`config.mk`:
```
export PLATFORM = sky130hd
export DESIGN_NAME = io_space_register_decoder
export DESIGN_NICKNAME = d
export VERILOG_FILES = /design/src/design/io_space_register_decoder.v
export VERILOG_INCLUDE_DIRS = /design/src /design/src/shared
export SDC_FILE = /design/constraint.sdc
export NUM_CORES = 1
export LEC_CHECK = 0
export BUFFER_PORTS_ARGS = -buffer_cell sky130_fd_sc_hd__buf_2
export CELL_PAD_IN_SITES_DETAIL_PLACEMENT = 1
export CELL_PAD_IN_SITES_GLOBAL_PLACEMENT = 2
export CORE_ASPECT_RATIO = 2
export CORE_MARGIN = 2
export CORE_UTILIZATION = 30
export CTS_BUF_LIST = sky130_fd_sc_hd__clkbuf_2 sky130_fd_sc_hd__clkbuf_4 sky130_fd_sc_hd__clkbuf_8
export DETAILED_ROUTE_END_ITERATION = 8
export GPL_TIMING_DRIVEN = 0
export PLACE_DENSITY = 0.82
export SLEW_MARGIN = 20
export SYNTH_ARGS = -nofsm -noshare
export SYNTH_HDL_FRONTEND = slang
export SYNTH_SLANG_ARGS = --single-unit
```
`constraint.sdc`:
```
create_clock -name clock -period 5.6 [get_ports clock]
set_clock_uncertainty 0.05 [all_clocks]
set_input_delay 0.56 -clock clock [delete_from_list [all_inputs] [get_ports clock]]
set_output_delay 0.56 -clock clock [all_outputs]
set_load 0.02 [all_outputs]
```
`src/shared/io_space_consts.vh`:
```
// Purpose: constants for the lower I/O register space decoder
// Assumes: 8-bit data, 6-bit I/O numbers, 8-bit data-space addresses
// Notes: offsets are I/O numbers; data-space address adds the window base
`ifndef IO_SPACE_CONSTS_VH
`define IO_SPACE_CONSTS_VH

`define IO_DATA_BASE 8'h20
`define IO_DATA_TOP 8'h5F
`define IO_BIT_TOP 6'h1F
`define EXT_IO_LOW 8'h60
`define EXT_IO_HIGH 8'hFF

`define OFF_PORT_A_IN 6'h00
`define OFF_PORT_A_DIR 6'h01
`define OFF_PORT_A_OUT 6'h02
`define OFF_PORT_B_IN 6'h03
`define OFF_PORT_B_DIR 6'h04
`define OFF_PORT_B_OUT 6'h05
`define OFF_PORT_C_OUT 6'h08
`define OFF_PORT_D_IN 6'h09
`define OFF_PORT_D_DIR 6'h0A
`define OFF_PORT_D_OUT 6'h0B
`define OFF_T0_FLAGS 6'h15
`define OFF_T1_FLAGS 6'h16
`define OFF_PC_FLAGS 6'h1B
`define OFF_EXT_FLAGS 6'h1C
`define OFF_EXT_MASK 6'h1D
`define OFF_SCRATCH0 6'h1E
`define OFF_EE_CONTROL 6'h1F
`define OFF_EE_DATA 6'h20
`define OFF_EE_ADDR_LO 6'h21
`define OFF_EE_ADDR_HI 6'h22
`define OFF_TIMER_GLOBAL 6'h23
`define OFF_T0_CTRL_A 6'h24
`define OFF_T0_CTRL_B 6'h25
`define OFF_T0_COUNT 6'h26
`define OFF_T0_CMP_A 6'h27
`define OFF_T0_CMP_B 6'h28
`define OFF_SCRATCH1 6'h2A
`define OFF_SCRATCH2 6'h2B

// Implemented bit masks; other bits read zero and ignore writes
`define MASK_FULL 8'hFF
`define MASK_PORT_C 8'h01
`define MASK_PORT_D 8'h03
`define MASK_T0_FLAGS 8'h07
`define MASK_T1_FLAGS 8'h03
`define MASK_PC_FLAGS 8'h03
`define MASK_EXT4 8'h0F
`define MASK_EE_CONTROL 8'h3F
`define MASK_EE_ADDR_HI 8'h01
`define MASK_TIMER_GLOBAL 8'h81
`define MASK_T0_CTRL_A 8'hF3
`define MASK_T0_CTRL_B 8'hCF

// Timer 0 flag positions
`define T0_OVERFLOW_BIT 0
`define T0_MATCH_A_BIT 1
`define T0_MATCH_B_BIT 2

// Operation codes from the core
`define OP_NONE 3'h0
`define OP_IO_READ 3'h1
`define OP_IO_WRITE 3'h2
`define OP_DATA_READ 3'h3
`define OP_DATA_WRITE 3'h4
`define OP_SET_BIT 3'h5
`define OP_CLEAR_BIT 3'h6
`define OP_SKIP_TEST 3'h7

`define RESET_BYTE 8'h00

`endif

```
`src/design/io_space_register_decoder.v`:
```
// Purpose: lower I/O register space decoder with bit access and W1C flags
// Assumes: one core operation per cycle, results one cycle later
// Notes: data-space window 0x20..0x5F maps to I/O 0x00..0x3F
// Contract
// (RQ1) Bit set/clear modifies I/O 0x00-0x1F
// (RQ2) Skip tests one bit in low range
// (RQ3) Status flags clear on written one
// (RQ4) Bit ops are whole-register read-modify-write
// (RQ5) Bit ops ignored above I/O 0x1F
// (RQ6) In/out instructions address I/O 0x00-0x3F
// (RQ7) Data address equals I/O plus 0x20
// (RQ8) Extended 0x60-0xFF only via load/store
// (RQ9) Software writes zero to reserved bits
// (RQ10) Software never writes reserved addresses
// (RQ11) Ports: input, direction, output consecutive
// (RQ12) Timer0 flags: overflow, match A, B
// (RQ13) Reserved reads zero, writes ignored
`timescale 1ns/1ps
`include "io_space_consts.vh"

module io_space_register_decoder (
  input wire clock,
  input wire rst,
  input wire [2:0] op,
  input wire [5:0] io_addr,
  input wire [7:0] data_addr,
  input wire [2:0] bit_sel,
  input wire [7:0] wdata,
  input wire [7:0] port_a_pins,
  input wire [7:0] port_b_pins,
  input wire [1:0] port_d_pins,
  input wire [2:0] t0_events,
  input wire [1:0] t1_events,
  input wire [1:0] pin_change_events,
  input wire [3:0] ext_irq_events,
  output reg [7:0] rdata,
  output reg rvalid,
  output reg bit_value,
  output reg ext_access,
  output reg [7:0] ext_addr,
  output reg [7:0] port_a_direction,
  output reg [7:0] port_a_output,
  output reg [7:0] port_b_direction,
  output reg [7:0] port_b_output,
  output reg [7:0] port_c_output,
  output reg [7:0] port_d_direction,
  output reg [7:0] port_d_output,
  output reg [7:0] timer0_flags,
  output reg [7:0] timer1_flags,
  output reg [7:0] pin_change_flags,
  output reg [7:0] external_irq_flags,
  output reg [7:0] external_irq_mask,
  output reg [7:0] eeprom_control,
  output reg [7:0] eeprom_data,
  output reg [7:0] eeprom_address_low,
  output reg [7:0] eeprom_address_high,
  output reg [7:0] timer_global_control,
  output reg [7:0] timer0_control_a,
  output reg [7:0] timer0_control_b,
  output reg [7:0] timer0_count,
  output reg [7:0] timer0_compare_a,
  output reg [7:0] timer0_compare_b,
  output reg [7:0] scratch_reg_0,
  output reg [7:0] scratch_reg_1,
  output reg [7:0] scratch_reg_2
);

  // Pin synchronisers; first stage read only by second stage
  reg [7:0] a_meta;
  reg [7:0] a_sync;
  reg [7:0] b_meta;
  reg [7:0] b_sync;
  reg [1:0] d_meta;
  reg [1:0] d_sync;

  always @(posedge clock or posedge rst) begin
    if (rst) begin
      a_meta <= `RESET_BYTE;
      a_sync <= `RESET_BYTE;
      b_meta <= `RESET_BYTE;
      b_sync <= `RESET_BYTE;
      d_meta <= 2'b00;
      d_sync <= 2'b00;
    end else begin
      a_meta <= port_a_pins;
      a_sync <= a_meta;
      b_meta <= port_b_pins;
      b_sync <= b_meta;
      d_meta <= port_d_pins;
      d_sync <= d_meta;
    end
  end

  // Data-space offset into the window; all eight bits are kept, only the low six are used
  wire [7:0] data_offset = data_addr - `IO_DATA_BASE;

  // Address translation for the two views
  reg [5:0] sel;
  reg in_window;
  reg is_ext;
  reg is_read;
  reg is_write;
  reg is_bitop;
  always @* begin
    sel = io_addr;
    in_window = 1'b0;
    is_ext = 1'b0;
    is_read = 1'b0;
    is_write = 1'b0;
    is_bitop = 1'b0;
    if (op == `OP_IO_READ || op == `OP_IO_WRITE) begin
      in_window = 1'b1; // RQ6
      is_read = (op == `OP_IO_READ);
      is_write = (op == `OP_IO_WRITE);
    end else if (op == `OP_DATA_READ || op == `OP_DATA_WRITE) begin
      // Below the window sit core registers, which live elsewhere
      if (data_addr >= `IO_DATA_BASE && data_addr <= `IO_DATA_TOP) begin
        sel = data_offset[5:0]; // RQ7
        in_window = 1'b1;
        is_read = (op == `OP_DATA_READ);
        is_write = (op == `OP_DATA_WRITE);
      end else if (data_addr >= `EXT_IO_LOW) begin
        is_ext = 1'b1; // RQ8
      end
    end else if (op == `OP_SET_BIT || op == `OP_CLEAR_BIT || op == `OP_SKIP_TEST) begin
      // Bit ops outside the low range do nothing
      if (io_addr <= `IO_BIT_TOP) begin
        in_window = 1'b1; // RQ5
        is_bitop = 1'b1;
        is_read = (op == `OP_SKIP_TEST);
      end
    end
  end

  // Read mux; reserved addresses and bits read zero
  reg [7:0] cur;
  always @* begin
    cur = `RESET_BYTE;
    if (sel == `OFF_PORT_A_IN) cur = a_sync; // RQ11
    else if (sel == `OFF_PORT_A_DIR) cur = port_a_direction;
    else if (sel == `OFF_PORT_A_OUT) cur = port_a_output;
    else if (sel == `OFF_PORT_B_IN) cur = b_sync;
    else if (sel == `OFF_PORT_B_DIR) cur = port_b_direction;
    else if (sel == `OFF_PORT_B_OUT) cur = port_b_output;
    else if (sel == `OFF_PORT_C_OUT) cur = port_c_output;
    else if (sel == `OFF_PORT_D_IN) cur = {6'b000000, d_sync};
    else if (sel == `OFF_PORT_D_DIR) cur = port_d_direction;
    else if (sel == `OFF_PORT_D_OUT) cur = port_d_output;
    else if (sel == `OFF_T0_FLAGS) cur = timer0_flags;
    else if (sel == `OFF_T1_FLAGS) cur = timer1_flags;
    else if (sel == `OFF_PC_FLAGS) cur = pin_change_flags;
    else if (sel == `OFF_EXT_FLAGS) cur = external_irq_flags;
    else if (sel == `OFF_EXT_MASK) cur = external_irq_mask;
    else if (sel == `OFF_SCRATCH0) cur = scratch_reg_0;
    else if (sel == `OFF_EE_CONTROL) cur = eeprom_control;
    else if (sel == `OFF_EE_DATA) cur = eeprom_data;
    else if (sel == `OFF_EE_ADDR_LO) cur = eeprom_address_low;
    else if (sel == `OFF_EE_ADDR_HI) cur = eeprom_address_high;
    else if (sel == `OFF_TIMER_GLOBAL) cur = timer_global_control;
    else if (sel == `OFF_T0_CTRL_A) cur = timer0_control_a;
    else if (sel == `OFF_T0_CTRL_B) cur = timer0_control_b;
    else if (sel == `OFF_T0_COUNT) cur = timer0_count;
    else if (sel == `OFF_T0_CMP_A) cur = timer0_compare_a;
    else if (sel == `OFF_T0_CMP_B) cur = timer0_compare_b;
    else if (sel == `OFF_SCRATCH1) cur = scratch_reg_1;
    else if (sel == `OFF_SCRATCH2) cur = scratch_reg_2;
    else cur = `RESET_BYTE; // RQ13
  end

  // Hazard: a set-bit op on a flag register clears every flag read as one; a clear-bit op clears all of them except the selected bit
  // Write value; bit ops write back the whole read value
  reg [7:0] wval;
  reg do_write;
  always @* begin
    wval = wdata;
    do_write = is_write;
    if (is_bitop && op == `OP_SET_BIT) begin
      wval = cur | (8'h01 << bit_sel); // RQ1 RQ4
      do_write = 1'b1;
    end else if (is_bitop && op == `OP_CLEAR_BIT) begin
      wval = cur & ~(8'h01 << bit_sel); // RQ1 RQ4
      do_write = 1'b1;
    end
  end

  // Per-address write strobes; unknown addresses raise none
  wire wr_hit_a_dir = do_write && (sel == `OFF_PORT_A_DIR);
  wire wr_hit_a_out = do_write && (sel == `OFF_PORT_A_OUT);
  wire wr_hit_b_dir = do_write && (sel == `OFF_PORT_B_DIR);
  wire wr_hit_b_out = do_write && (sel == `OFF_PORT_B_OUT);
  wire wr_hit_c_out = do_write && (sel == `OFF_PORT_C_OUT);
  wire wr_hit_d_dir = do_write && (sel == `OFF_PORT_D_DIR);
  wire wr_hit_d_out = do_write && (sel == `OFF_PORT_D_OUT);
  wire wr_hit_ext_mask = do_write && (sel == `OFF_EXT_MASK);
  wire wr_hit_scratch0 = do_write && (sel == `OFF_SCRATCH0);
  wire wr_hit_ee_control = do_write && (sel == `OFF_EE_CONTROL);
  wire wr_hit_ee_data = do_write && (sel == `OFF_EE_DATA);
  wire wr_hit_ee_addr_lo = do_write && (sel == `OFF_EE_ADDR_LO);
  wire wr_hit_ee_addr_hi = do_write && (sel == `OFF_EE_ADDR_HI);
  wire wr_hit_timer_global = do_write && (sel == `OFF_TIMER_GLOBAL);
  wire wr_hit_t0_ctrl_a = do_write && (sel == `OFF_T0_CTRL_A);
  wire wr_hit_t0_ctrl_b = do_write && (sel == `OFF_T0_CTRL_B);
  wire wr_hit_t0_count = do_write && (sel == `OFF_T0_COUNT);
  wire wr_hit_t0_cmp_a = do_write && (sel == `OFF_T0_CMP_A);
  wire wr_hit_t0_cmp_b = do_write && (sel == `OFF_T0_CMP_B);
  wire wr_hit_scratch1 = do_write && (sel == `OFF_SCRATCH1);
  wire wr_hit_scratch2 = do_write && (sel == `OFF_SCRATCH2);
  wire wr_hit_t0_flags = do_write && (sel == `OFF_T0_FLAGS);
  wire wr_hit_t1_flags = do_write && (sel == `OFF_T1_FLAGS);
  wire wr_hit_pc_flags = do_write && (sel == `OFF_PC_FLAGS);
  wire wr_hit_ext_flags = do_write && (sel == `OFF_EXT_FLAGS);

  // Clear masks: the written byte, or nothing when not addressed
  wire [7:0] clr_t0 = wr_hit_t0_flags ? wval : 8'h00;
  wire [7:0] clr_t1 = wr_hit_t1_flags ? wval : 8'h00;
  wire [7:0] clr_pc = wr_hit_pc_flags ? wval : 8'h00;
  wire [7:0] clr_ext = wr_hit_ext_flags ? wval : 8'h00;

  // Event pulses widened to a byte; unused positions stay low
  wire [7:0] t0_set = {5'b00000, t0_events};
  wire [7:0] t1_set = {6'b000000, t1_events};
  wire [7:0] pc_set = {6'b000000, pin_change_events};
  wire [7:0] ext_set = {4'b0000, ext_irq_events};

  // Implemented flag positions; reserved ones can never be set
  wire [7:0] t0_mask = `MASK_T0_FLAGS;
  wire [7:0] t1_mask = `MASK_T1_FLAGS;
  wire [7:0] pc_mask = `MASK_PC_FLAGS;
  wire [7:0] ext_mask = `MASK_EXT4;

  // Next flag values, one bit at a time for all four registers
  wire [7:0] next_timer0_flags;
  wire [7:0] next_timer1_flags;
  wire [7:0] next_pin_change_flags;
  wire [7:0] next_external_irq_flags;
  genvar i;
  generate
    for (i = 0; i < 8; i = i + 1) begin : g_flag_bit
      // Event term is ORed last, so a set in the clear cycle wins
      assign next_timer0_flags[i] = ((timer0_flags[i] & ~clr_t0[i]) | t0_set[i]) & t0_mask[i]; // RQ3 RQ12
      assign next_timer1_flags[i] = ((timer1_flags[i] & ~clr_t1[i]) | t1_set[i]) & t1_mask[i]; // RQ3
      assign next_pin_change_flags[i] = ((pin_change_flags[i] & ~clr_pc[i]) | pc_set[i]) & pc_mask[i]; // RQ3
      assign next_external_irq_flags[i] = ((external_irq_flags[i] & ~clr_ext[i]) | ext_set[i]) & ext_mask[i]; // RQ3
    end
  endgenerate

  // Sticky flags
  always @(posedge clock or posedge rst) begin
    if (rst) begin
      timer0_flags <= `RESET_BYTE;
      timer1_flags <= `RESET_BYTE;
      pin_change_flags <= `RESET_BYTE;
      external_irq_flags <= `RESET_BYTE;
    end else begin
      timer0_flags <= next_timer0_flags;
      timer1_flags <= next_timer1_flags;
      pin_change_flags <= next_pin_change_flags;
      external_irq_flags <= next_external_irq_flags;
    end
  end

  // Plain read/write registers, masked to implemented bits
  always @(posedge clock or posedge rst) begin
    if (rst) begin
      port_a_direction <= `RESET_BYTE;
      port_a_output <= `RESET_BYTE;
      port_b_direction <= `RESET_BYTE;
      port_b_output <= `RESET_BYTE;
      port_c_output <= `RESET_BYTE;
      port_d_direction <= `RESET_BYTE;
      port_d_output <= `RESET_BYTE;
      external_irq_mask <= `RESET_BYTE;
      scratch_reg_0 <= `RESET_BYTE;
      eeprom_control <= `RESET_BYTE;
      eeprom_data <= `RESET_BYTE;
      eeprom_address_low <= `RESET_BYTE;
      eeprom_address_high <= `RESET_BYTE;
      timer_global_control <= `RESET_BYTE;
      timer0_control_a <= `RESET_BYTE;
      timer0_control_b <= `RESET_BYTE;
      timer0_count <= `RESET_BYTE;
      timer0_compare_a <= `RESET_BYTE;
      timer0_compare_b <= `RESET_BYTE;
      scratch_reg_1 <= `RESET_BYTE;
      scratch_reg_2 <= `RESET_BYTE;
    end else begin
      if (wr_hit_a_dir) port_a_direction <= wval; // RQ11
      if (wr_hit_a_out) port_a_output <= wval;
      if (wr_hit_b_dir) port_b_direction <= wval;
      if (wr_hit_b_out) port_b_output <= wval;
      if (wr_hit_c_out) port_c_output <= wval & `MASK_PORT_C; // RQ13
      if (wr_hit_d_dir) port_d_direction <= wval & `MASK_PORT_D;
      if (wr_hit_d_out) port_d_output <= wval & `MASK_PORT_D;
      if (wr_hit_ext_mask) external_irq_mask <= wval & `MASK_EXT4;
      if (wr_hit_scratch0) scratch_reg_0 <= wval;
      if (wr_hit_ee_control) eeprom_control <= wval & `MASK_EE_CONTROL;
      if (wr_hit_ee_data) eeprom_data <= wval;
      if (wr_hit_ee_addr_lo) eeprom_address_low <= wval;
      if (wr_hit_ee_addr_hi) eeprom_address_high <= wval & `MASK_EE_ADDR_HI;
      if (wr_hit_timer_global) timer_global_control <= wval & `MASK_TIMER_GLOBAL;
      if (wr_hit_t0_ctrl_a) timer0_control_a <= wval & `MASK_T0_CTRL_A;
      if (wr_hit_t0_ctrl_b) timer0_control_b <= wval & `MASK_T0_CTRL_B;
      if (wr_hit_t0_count) timer0_count <= wval;
      if (wr_hit_t0_cmp_a) timer0_compare_a <= wval;
      if (wr_hit_t0_cmp_b) timer0_compare_b <= wval;
      if (wr_hit_scratch1) scratch_reg_1 <= wval;
      if (wr_hit_scratch2) scratch_reg_2 <= wval;
    end
  end

  // Answer values ahead of the output flops
  reg [7:0] next_rdata;
  reg next_rvalid;
  reg next_bit_value;
  reg next_ext_access;
  reg [7:0] next_ext_addr;
  always @* begin
    next_rvalid = is_read && in_window;
    next_rdata = next_rvalid ? cur : `RESET_BYTE;
    next_bit_value = (op == `OP_SKIP_TEST && is_bitop) ? cur[bit_sel] : 1'b0; // RQ2
    next_ext_access = is_ext; // RQ8
    next_ext_addr = is_ext ? data_addr : `RESET_BYTE;
  end

  // Registered answers; idle cycles show zero, never stale data
  always @(posedge clock or posedge rst) begin
    if (rst) begin
      rdata <= `RESET_BYTE;
      rvalid <= 1'b0;
      bit_value <= 1'b0;
      ext_access <= 1'b0;
      ext_addr <= `RESET_BYTE;
    end else begin
      rvalid <= next_rvalid;
      rdata <= next_rdata;
      bit_value <= next_bit_value;
      ext_access <= next_ext_access;
      ext_addr <= next_ext_addr;
    end
  end

endmodule // io_space_register_decoder

```
-- Word-level counts from Yosys, hierarchy flattened
Cells that the tools add are included.
Widths: inputs -> output; s select.
- logic and storage cells: 211
- flip-flop bits (word level): 192
- output and inout bits: 219
- bits of input ports: 59
- order comparisons: 5
- reductions and logical operators: 35
- multiplexer cells: 63
- bitwise gates (word level): 36
- equal/unequal tests: 34
- add/sub/neg operators: 1
- shifts and indexed selects: 1
- operators with widths (kind ; number):
    $mux 8 ; 32
    $eq 6x6->1 const B ; 11
    $eq 6x5->1 const B ; 7
    $logic_and 1x1->1 ; 30
    $eq 6x4->1 const B ; 4
    $mux 1 ; 23
    $mux 6 ; 3
    $eq 3x3->1 const B ; 4
    $eq 6x2->1 const B ; 2
    $eq 6x3->1 const B ; 2
    $and 1x1->1 ; 11
    $not 1->1 ; 11
    $or 1x1->1 ; 11
    $and 8x8->8 ; 1
    $ge 8x6->1 const B ; 1
    $ge 8x7->1 const B ; 1
    $le 8x7->1 const B ; 1
    $not 8->8 ; 1
    $or 8x8->8 ; 1
    $shl 1x3->8 const A ; 1
    $eq 3x2->1 const B ; 2
    $eq 6x1->1 const B ; 1
    $le 6x5->1 const B ; 1
    $logic_not 6->1 ; 1
    8 further kinds ; 12

-- Logic depth before layout (Yosys ltp)
Gate-level depths: netlist of run 1.
- depth after elaboration: 41
- gate-level depth with buffers: 15

-- Worst setup path before layout of run 1
No wires, ideal clock.
- path kind: input to register
- start: in op[0]
- end: reg eeprom_address_low[2]
- data required time: 5.425 ns
- stages on the path: 11
- path slack: 2.357 ns
- data arrival time: 3.068 ns
- path through: buf_2 -> nor3b_2 -> o211a_1 -> buf_6 -> mux2_2 -> a221o_1 -> a2111oi_2 -> a21oi_1 -> a31o_2 -> buf_6 -> mux2_2
- cells in the longest elaborated chain, start to end: 36
- elaborated cells between the ends (all ways): 84
- RTL lines (item ; RTL line ; text):
    from (decl) ; io_space_register_decoder.v:24 ; input wire [2:0] op,
    $eq 3x2->1 (no line) or $eq 3x3->1 (tied branches) ; - ;
    $logic_or 1x1->1 (no line) ; - ;
    $mux 6 ; io_space_register_decoder.v:115 ; end else if (op == `OP_DATA_READ || op == `OP_DATA_WRITE) begin
    $mux 6 ; io_space_register_decoder.v:111 ; if (op == `OP_IO_READ || op == `OP_IO_WRITE) begin
    $eq 6x6->1 (no line) ; - ;
    $mux 8 ; io_space_register_decoder.v:166 ; else if (sel == `OFF_SCRATCH2) cur = scratch_reg_2;
    $mux 8 ; io_space_register_decoder.v:165 ; else if (sel == `OFF_SCRATCH1) cur = scratch_reg_1;
    $mux 8 ; io_space_register_decoder.v:164 ; else if (sel == `OFF_T0_CMP_B) cur = timer0_compare_b;
    (+20 left out) ; - ;
    $mux 8 ; io_space_register_decoder.v:143 ; else if (sel == `OFF_PORT_B_DIR) cur = port_b_direction;
    $mux 8 ; io_space_register_decoder.v:142 ; else if (sel == `OFF_PORT_B_IN) cur = b_sync;
    $mux 8 ; io_space_register_decoder.v:141 ; else if (sel == `OFF_PORT_A_OUT) cur = port_a_output;
    $mux 8 ; io_space_register_decoder.v:140 ; else if (sel == `OFF_PORT_A_DIR) cur = port_a_direction;
    $mux 8 ; io_space_register_decoder.v:139 ; if (sel == `OFF_PORT_A_IN) cur = a_sync;
    $and 8x8->8 ; io_space_register_decoder.v:181 ; wval = cur & ~(8'h01 << bit_sel);
    $mux 8 ; io_space_register_decoder.v:180 ; end else if (is_bitop && op == `OP_CLEAR_BIT) begin
    $mux 8 ; io_space_register_decoder.v:177 ; if (is_bitop && op == `OP_SET_BIT) begin
    to (signal assigned) ; io_space_register_decoder.v:276 ; eeprom_address_low <= `RESET_BYTE;
    to (signal assigned) ; io_space_register_decoder.v:298 ; if (wr_hit_ee_addr_lo) eeprom_address_low <= wval;
    to (decl) ; io_space_register_decoder.v:55 ; output reg [7:0] eeprom_address_low,
Several ways; a longest one is shown, not always the timed one.
A chain may end at the register's enable or synchronous reset.

-- Worst setup path in the final report of run 1
- start: in op[0]
- end: reg scratch_reg_1[4]
- cells in the longest elaborated chain, start to end: 36
- elaborated cells between the ends (all ways): 84
- RTL lines (item ; RTL line ; text):
    $eq 3x2->1 (no line) or $eq 3x3->1 (tied branches) ; - ;
    $logic_or 1x1->1 (no line) ; - ;
    $mux 6 ; io_space_register_decoder.v:115 ;
    $mux 6 ; io_space_register_decoder.v:111 ;
    $eq 6x6->1 (no line) ; - ;
    $mux 8 ; io_space_register_decoder.v:166 ;
    $mux 8 ; io_space_register_decoder.v:165 ;
    $mux 8 ; io_space_register_decoder.v:164 ;
    (+20 left out) ; - ;
    $mux 8 ; io_space_register_decoder.v:143 ;
    $mux 8 ; io_space_register_decoder.v:142 ;
    $mux 8 ; io_space_register_decoder.v:141 ;
    $mux 8 ; io_space_register_decoder.v:140 ;
    $mux 8 ; io_space_register_decoder.v:139 ;
    $and 8x8->8 ; io_space_register_decoder.v:181 ;
    $mux 8 ; io_space_register_decoder.v:180 ;
    $mux 8 ; io_space_register_decoder.v:177 ;
    to (signal assigned) ; io_space_register_decoder.v:284 ; scratch_reg_1 <= `RESET_BYTE;
    to (signal assigned) ; io_space_register_decoder.v:306 ; if (wr_hit_scratch1) scratch_reg_1 <= wval;
    to (decl) ; io_space_register_decoder.v:64 ; output reg [7:0] scratch_reg_1,
Several ways; a longest one is shown, not always the timed one.

==> results of run 1 <==
power breakdown:
part           switching (W)  total (W)  internal (W)
clock               0.000545   0.000891      0.000347
combinational       0.000536   0.000798      0.000262
sequential          0.000129    0.00164       0.00151
metrics by stage:
stage	area, um2	std cells	worst slack (ps)	total power (W)	util
finish	12700	1797	1060	0.00333	0.373
global route	12700	1797	960	0.00346	0.373
CTS	12700	1796	1080	0.00335	0.373
detailed placement	12300	1763	509	0.00246	0.362
global placement	12200	1757	509	0.00243	0.358
floorplan	10600	1105	2360	0.00210	-
timing repair:
item / CTS / global route
hold endpoints to repair: 10 / 0
resized for setup: 0 / 0
hold buffers: 1 / 0
endpoints found under the setup margin: 0 / 0
final timing paths:
check	start	endpoint	slack [ps]	cells past startpoint
setup / recovery	op[0]	scratch_reg_1[4]	1060	14
hold / removal	port_b_pins[1]	b_meta[1]	100	1
setup reg to reg	scratch_reg_2[3]	eeprom_control[3]	2320	7
hold reg to reg	b_meta[7]	b_sync[7]	290	0
max in group asynchronous	rst	a_meta[3]	4010	6
min in group asynchronous	rst	timer0_compare_a[4]	520	3
layer usage:
metal,up-vias,part of all wire,track usage
met2,391,0.54,0.486
met5,-,0,0
met1,4824,0.33,0.261
met3,137,0.048,0.0374
li1,4247,-,-
met4,0,0.083,0.195
flip-flops by register name, summed over array words and instances (netlist names), 8 cells and up:
| register | cells |
|---|---|
| timer0_compare_b | 8 |
| scratch_reg_2 | 8 |
| eeprom_address_low | 8 |
| b_sync | 8 |
| scratch_reg_0 | 8 |
| eeprom_data | 8 |
| a_sync | 8 |
| a_meta | 8 |
| b_meta | 8 |
| port_b_output | 8 |
| ext_addr | 8 |
| timer0_count | 8 |
| timer0_compare_a | 8 |
| scratch_reg_1 | 8 |
| port_a_direction | 8 |
| rdata | 8 |
| port_a_output | 8 |
| port_b_direction | 8 |
synth_stat cells, types with 5 or more instances:
| cell | count | area [um2] |
|---|---|---|
| a211oi_1 | 6 | 45.0 |
| a21oi_1 | 53 | 265 |
| a221oi_1 | 11 | 96.3 |
| a222oi_1 | 8 | 80.1 |
| a22oi_1 | 27 | 203 |
| a31oi_1 | 8 | 50.1 |
| and2_1 | 15 | 93.8 |
| buf_2 | 12 | 60.1 |
| buf_4 | 63 | 473 |
| buf_6 | 6 | 67.6 |
| clkbuf_1 | 40 | 150 |
| dfrtp_1 | 192 | 4800 |
| inv_1 | 12 | 45.0 |
| mux2_2 | 78 | 878 |
| mux2i_1 | 30 | 300 |
| mux2i_2 | 6 | 82.6 |
| nand2_1 | 111 | 417 |
| nand2b_1 | 18 | 113 |
| nand3_1 | 34 | 170 |
| nand3b_1 | 5 | 37.5 |
| nand4_1 | 7 | 43.8 |
| nand4b_1 | 6 | 52.6 |
| nor2_1 | 83 | 312 |
| nor2b_1 | 17 | 106 |
| nor3_1 | 17 | 85.1 |
| nor4_1 | 12 | 75.1 |
| nor4b_1 | 7 | 61.3 |
| o211ai_1 | 7 | 52.6 |
| o21ai_0 | 52 | 260 |
| o21ai_1 | 7 | 35.0 |
| o22ai_1 | 6 | 37.5 |
| o31ai_1 | 9 | 67.6 |
cell type report:
type	instances	area, um2	share of cell area
Tap cell	441	552	0.0433
Timing Repair Buffer	218	1190	0.0932
Sequential cell	192	4800	0.377
Clock inverter	12	103	0.00806
Multi-Input combinational cell	779	4990	0.392
Inverter	12	48.8	0.00383
Antenna cell	1	2.50	0.000197
Buffer	122	771	0.0606
Clock buffer	20	269	0.0211
cell families (layout without fill, tap and decap cells):
logic type | Yosys count | after routing | synth area share
simple gates | 353 | 353 | 0.167
other cells | 1 | 64 | 0.000362
xor+xnor | 3 | 3 | 0.00254
compound gates | 244 | 244 | 0.162
flops | 192 | 192 | 0.464
mux | 116 | 116 | 0.125
buf+inv | 134 | 384 | 0.0788
==> results.sh, run 1 <==
export IMPL_fillers=4054
export IMPL_status="finished clean"
export IMPL_grt_pass1_vias=10300
export IMPL_ys_flop_type="dfrtp_1"
export IMPL_crit_type="in2reg"
export IMPL_crit_chain="buf_2 > buf_2 > nor3b_2 > o211a_1 > buf_6 > mux2i_1 > clkbuf_1 > a222oi_1 > nand3_1 > a221oi_2 > mux2i_1 > mux2i_1 > buf_2 > o21ai_0"
export IMPL_final_common_cell="buf_2"
export IMPL_path_clk_slew_ps=110
export IMPL_end_kind="register"
export IMPL_ant_nets=0
export IMPL_insertion_delay_ps=510
export IMPL_tns_ps=0
export IMPL_antenna_found_initial=1
export IMPL_ys_warnings_count=0
export IMPL_dr_total_vias=9599
export IMPL_maxClockFrequency_mhz=220
export IMPL_routabilityCongestion=0.961
export IMPL_critPathBufInv=5
export IMPL_hold_ws_ps=96.2
export IMPL_final_cell_mix="223 x buf_2, 192 x dfrtp_1, 111 x nand2_1"
export IMPL_avgRoutedWirePerCell_um=26.3
export IMPL_crit_fanout=10
export IMPL_die_w_um=135
export IMPL_worst_pin_slew_ps=1060
export IMPL_wl_um=47200
export IMPL_area_delta_synth_final_pct=22.9
export IMPL_cts_root_buffer="clkbuf_8"
export IMPL_portBuffers=211
export IMPL_slowest_delay_ps=660
export IMPL_grt_start_max_net_pins=35
export IMPL_postCtsSetupBuffers=0
export IMPL_drtIter0Drc=618
export IMPL_rsz0062_at_grt="false"
export IMPL_track_usage=0.263
export IMPL_cts_buffers=17
export IMPL_io_pins=278
export IMPL_fin_crit_sh=0.811
export IMPL_grt_ovfl_total=0
export IMPL_synthArstFlopShare=1.00
export IMPL_worst_ir_drop_vdd_mv=0.160
export IMPL_coreArea_um2=34100
export IMPL_ys_ff_latch=192
export IMPL_clock_sinks=192
export IMPL_viasPerCell=5.34
export IMPL_grt_first_pass_wirelength_um=67800
export IMPL_hold_viol_final=0
export IMPL_p_per_area_nw_per_um2=262
export IMPL_avgSynthCellArea_um2=9.93
export IMPL_ys_types=73
export IMPL_cts_tree="built"
export IMPL_drive_gt1_frac=0.327
export IMPL_start_util=0.304
export IMPL_fin_crit_ps=4540
export IMPL_crit_family="compound AO/OA/AOI/OAI gates"
export IMPL_maxCapViolations=0
export IMPL_clock_tree_buffer_depth=2
export IMPL_leakage_nw=6.09
export IMPL_slew_headroom=0.287
export IMPL_cp_start_kind="primary input"
export IMPL_die_area_um2=36100
export IMPL_slowest_stage="a222oi_1"
export IMPL_crit_arrival_ps=4870
export IMPL_drtPass1Iterations=6
export IMPL_rows=96
export IMPL_hold_class="in2reg"
export IMPL_fp_dieH_um=267
export IMPL_nets=1401
export IMPL_netlist_area_um2=10400
export IMPL_cp_required_ps=5920
export IMPL_seq_area_frac_synth=0.464
export IMPL_htreeDepth=4
export IMPL_synth_edf_count=0
export IMPL_maxSlewViolCount=0
export IMPL_synth_cells=1043
export IMPL_place_hpwl_um=38600
export IMPL_setup_viol_count_final=0
export IMPL_drc=0
Power figures use the tool's default switching activity.
==> run 2, diff against run 1 <==
==> constraint.sdc (replaced) <==
create_clock -name clock -period 4 [get_ports clock]
set_clock_uncertainty 0.05 [all_clocks]
set_input_delay 0.4 -clock clock [delete_from_list [all_inputs] [get_ports clock]]
set_output_delay 0.4 -clock clock [all_outputs]
set_load 0.02 [all_outputs]
==> results.sh, run 2 (synthesized netlist as in run 1, its figures left out) <==
export IMPL_rows=96
export IMPL_routabilityCongestion=0.961
export IMPL_end_kind="register"
export IMPL_cts_buffers=17
export IMPL_ant_nets=0
export IMPL_fin_crit_sh=0.991
export IMPL_hold_ws_ps=55.9
export IMPL_fp_dieH_um=267
export IMPL_postCtsSetupBuffers=0
export IMPL_final_common_cell="buf_2"
export IMPL_critPathBufInv=3
export IMPL_area_delta_synth_final_pct=25.7
export IMPL_portBuffers=211
export IMPL_path_clk_slew_ps=100
export IMPL_setup_viol_count_final=0
export IMPL_rr_startpoint="timer0_control_a[6]"
export IMPL_path_depth=11
export IMPL_crit_family="compound AO/OA/AOI/OAI gates"
export IMPL_drtIter0Drc=564
export IMPL_antenna_found_initial=1
export IMPL_final_cell_mix="223 x buf_2, 192 x dfrtp_1, 111 x nand2_1"
export IMPL_p_per_area_nw_per_um2=360
export IMPL_met3_usage=0.0410
export IMPL_clock_tree_buffer_depth=2
export IMPL_maxCapViolations=0
export IMPL_cts_root_buffer="clkbuf_8"
export IMPL_min_path_cells=2
export IMPL_rsz0062_at_grt="false"
export IMPL_dp_slack_ps=-931
export IMPL_hold_class="in2reg"
export IMPL_insertion_delay_ps=510
export IMPL_startpoint="io_addr[1]"
export IMPL_drc=0
export IMPL_die_area_um2=36100
export IMPL_wl_um=47500
export IMPL_nets=1419
export IMPL_drtPass1Iterations=5
export IMPL_grt_util_met1=0.261
export IMPL_crit_type="in2reg"
export IMPL_endpoint="eeprom_control[3]"
export IMPL_die_w_um=135
export IMPL_start_util=0.304
export IMPL_grt_start_max_net_pins=35
export IMPL_dr_total_vias=9665
export IMPL_io_pins=278
export IMPL_final_util=0.382
export IMPL_reg2reg_to="eeprom_address_low[6]"
export IMPL_track_usage=0.265
export IMPL_grt_pass1_vias=10400
export IMPL_cp_required_ps=4310
export IMPL_fin_crit_ps=3960
export IMPL_grt_first_pass_wirelength_um=68500
export IMPL_leakage_nw=6.20
export IMPL_worst_ir_drop_vdd_mv=0.224
export IMPL_crit_chain="clkbuf_1 > or2_2 > clkbuf_1 > mux2i_2 > a222oi_1 > nor2_1 > o31ai_2 > o211a_1 > o31a_1 > buf_2 > a21oi_1"
export IMPL_clock_sinks=192
export IMPL_cts_tree="built"
export IMPL_status="finished clean"
export IMPL_fillers=4053
export IMPL_hp_start="t1_events[0]"
export IMPL_slowest_delay_ps=540
export IMPL_reg2reg_slack_ps=790
export IMPL_busiest_layer="met2"
export IMPL_maxClockFrequency_mhz=252
export IMPL_worst_pin_slew_ps=1050
export IMPL_maxSlewViolCount=0
export IMPL_grtUsageMet2=0.491
export IMPL_crit_path_frequent_cell="clkbuf_1"
export IMPL_fin_ws_ps=36.1
export IMPL_slowest_stage="o31ai_2"
export IMPL_avgRoutedWirePerCell_um=26.2
export IMPL_viasPerCell=5.33
export IMPL_crit_arrival_ps=4270
export IMPL_htreeDepth=4
export IMPL_drive_gt1_frac=0.331
export IMPL_cp_start_kind="primary input"
export IMPL_coreArea_um2=34100
export IMPL_stdcell_count=1815
export IMPL_placedCellCount=1763
export IMPL_reg2reg_depth=9
export IMPL_crit_fanout=10
export IMPL_slew_headroom=0.297
export IMPL_hold_viol_final=0
export IMPL_place_hpwl_um=38600
export IMPL_grt_ovfl_total=0
[run 2: cell count changes in the layout (fill, tap and decap cells not counted), sizes merged]
cell | before | now
dlygate4sd3 | 1 | 19
[run 2: worst min path at each step]
| stage | slack [ps] | endpoint |
|---|---|---|
| 2_1_floorplan | 280 | a_sync[0] |
| 3_3_place_gp | 280 | b_sync[3] |
| 3_5_place_dp | 290 | b_sync[7] |
| 4_1_cts | 20 | timer1_flags[0] |
| 5_1_grt | 60 | external_irq_flags[3] |
| 6_report | 60 | timer1_flags[0] |
[run 2: routing by layer]
layer | part of all wire | vias up
met1 | 0.33 | 4839
met4 | 0.083 | 0
met3 | 0.046 | 134
met5 | 0 | -
li1 | - | 4293
met2 | 0.54 | 399
[run 2: per-stage QoR]
| stage | area [um2] | TNS [ps] | power (W) |
|---|---|---|---|
| floorplan | 10600 | 0 | 0.00293 |
| global placement | 12200 | -89790 | 0.00340 |
| detailed placement | 12300 | -64560 | 0.00345 |
| CTS | 13000 | 0 | 0.00471 |
| global route | 13000 | 0 | 0.00487 |
| finish | 13000 | 0 | 0.00468 |
[run 2: repair_timing]
item	CTS	global route
cloned	0	0
hold buffers	19	0
hold endpoints to repair	28	0
setup endpoints to repair	45	56
gates resized for setup	8	13
pin swaps	1	1
[run 2: worst reg2reg max path, delay by kind of cell (launching register included)]
kind | cells | cell delay (ps)
mux | 1 | 300
simple gates | 3 | 600
buf+inv | 1 | 280
compound gates | 4 | 1410
flops | 1 | 460
[run 2: where the power goes]
| group | internal [W] | switching (W) | leakage (nW) |
|---|---|---|---|
| registers | 0.00211 | 0.000181 | 2.47 |
| logic | 0.000382 | 0.000757 | 3.55 |
| clock network | 0.000486 | 0.000764 | 0.182 |
[run 2: layout make-up]
class / instances / area, um2 / share of cell area
sequential: 192 / 4800 / 0.369
buffer: 122 / 776 / 0.0596
clock buffer: 20 / 269 / 0.0207
antenna: 1 / 2.50 / 0.000192
multi-input combinational: 779 / 5090 / 0.391
tap: 441 / 552 / 0.0424
inverter: 12 / 48.8 / 0.00375
timing repair buffer: 236 / 1370 / 0.105
clock inverter: 12 / 103 / 0.00788
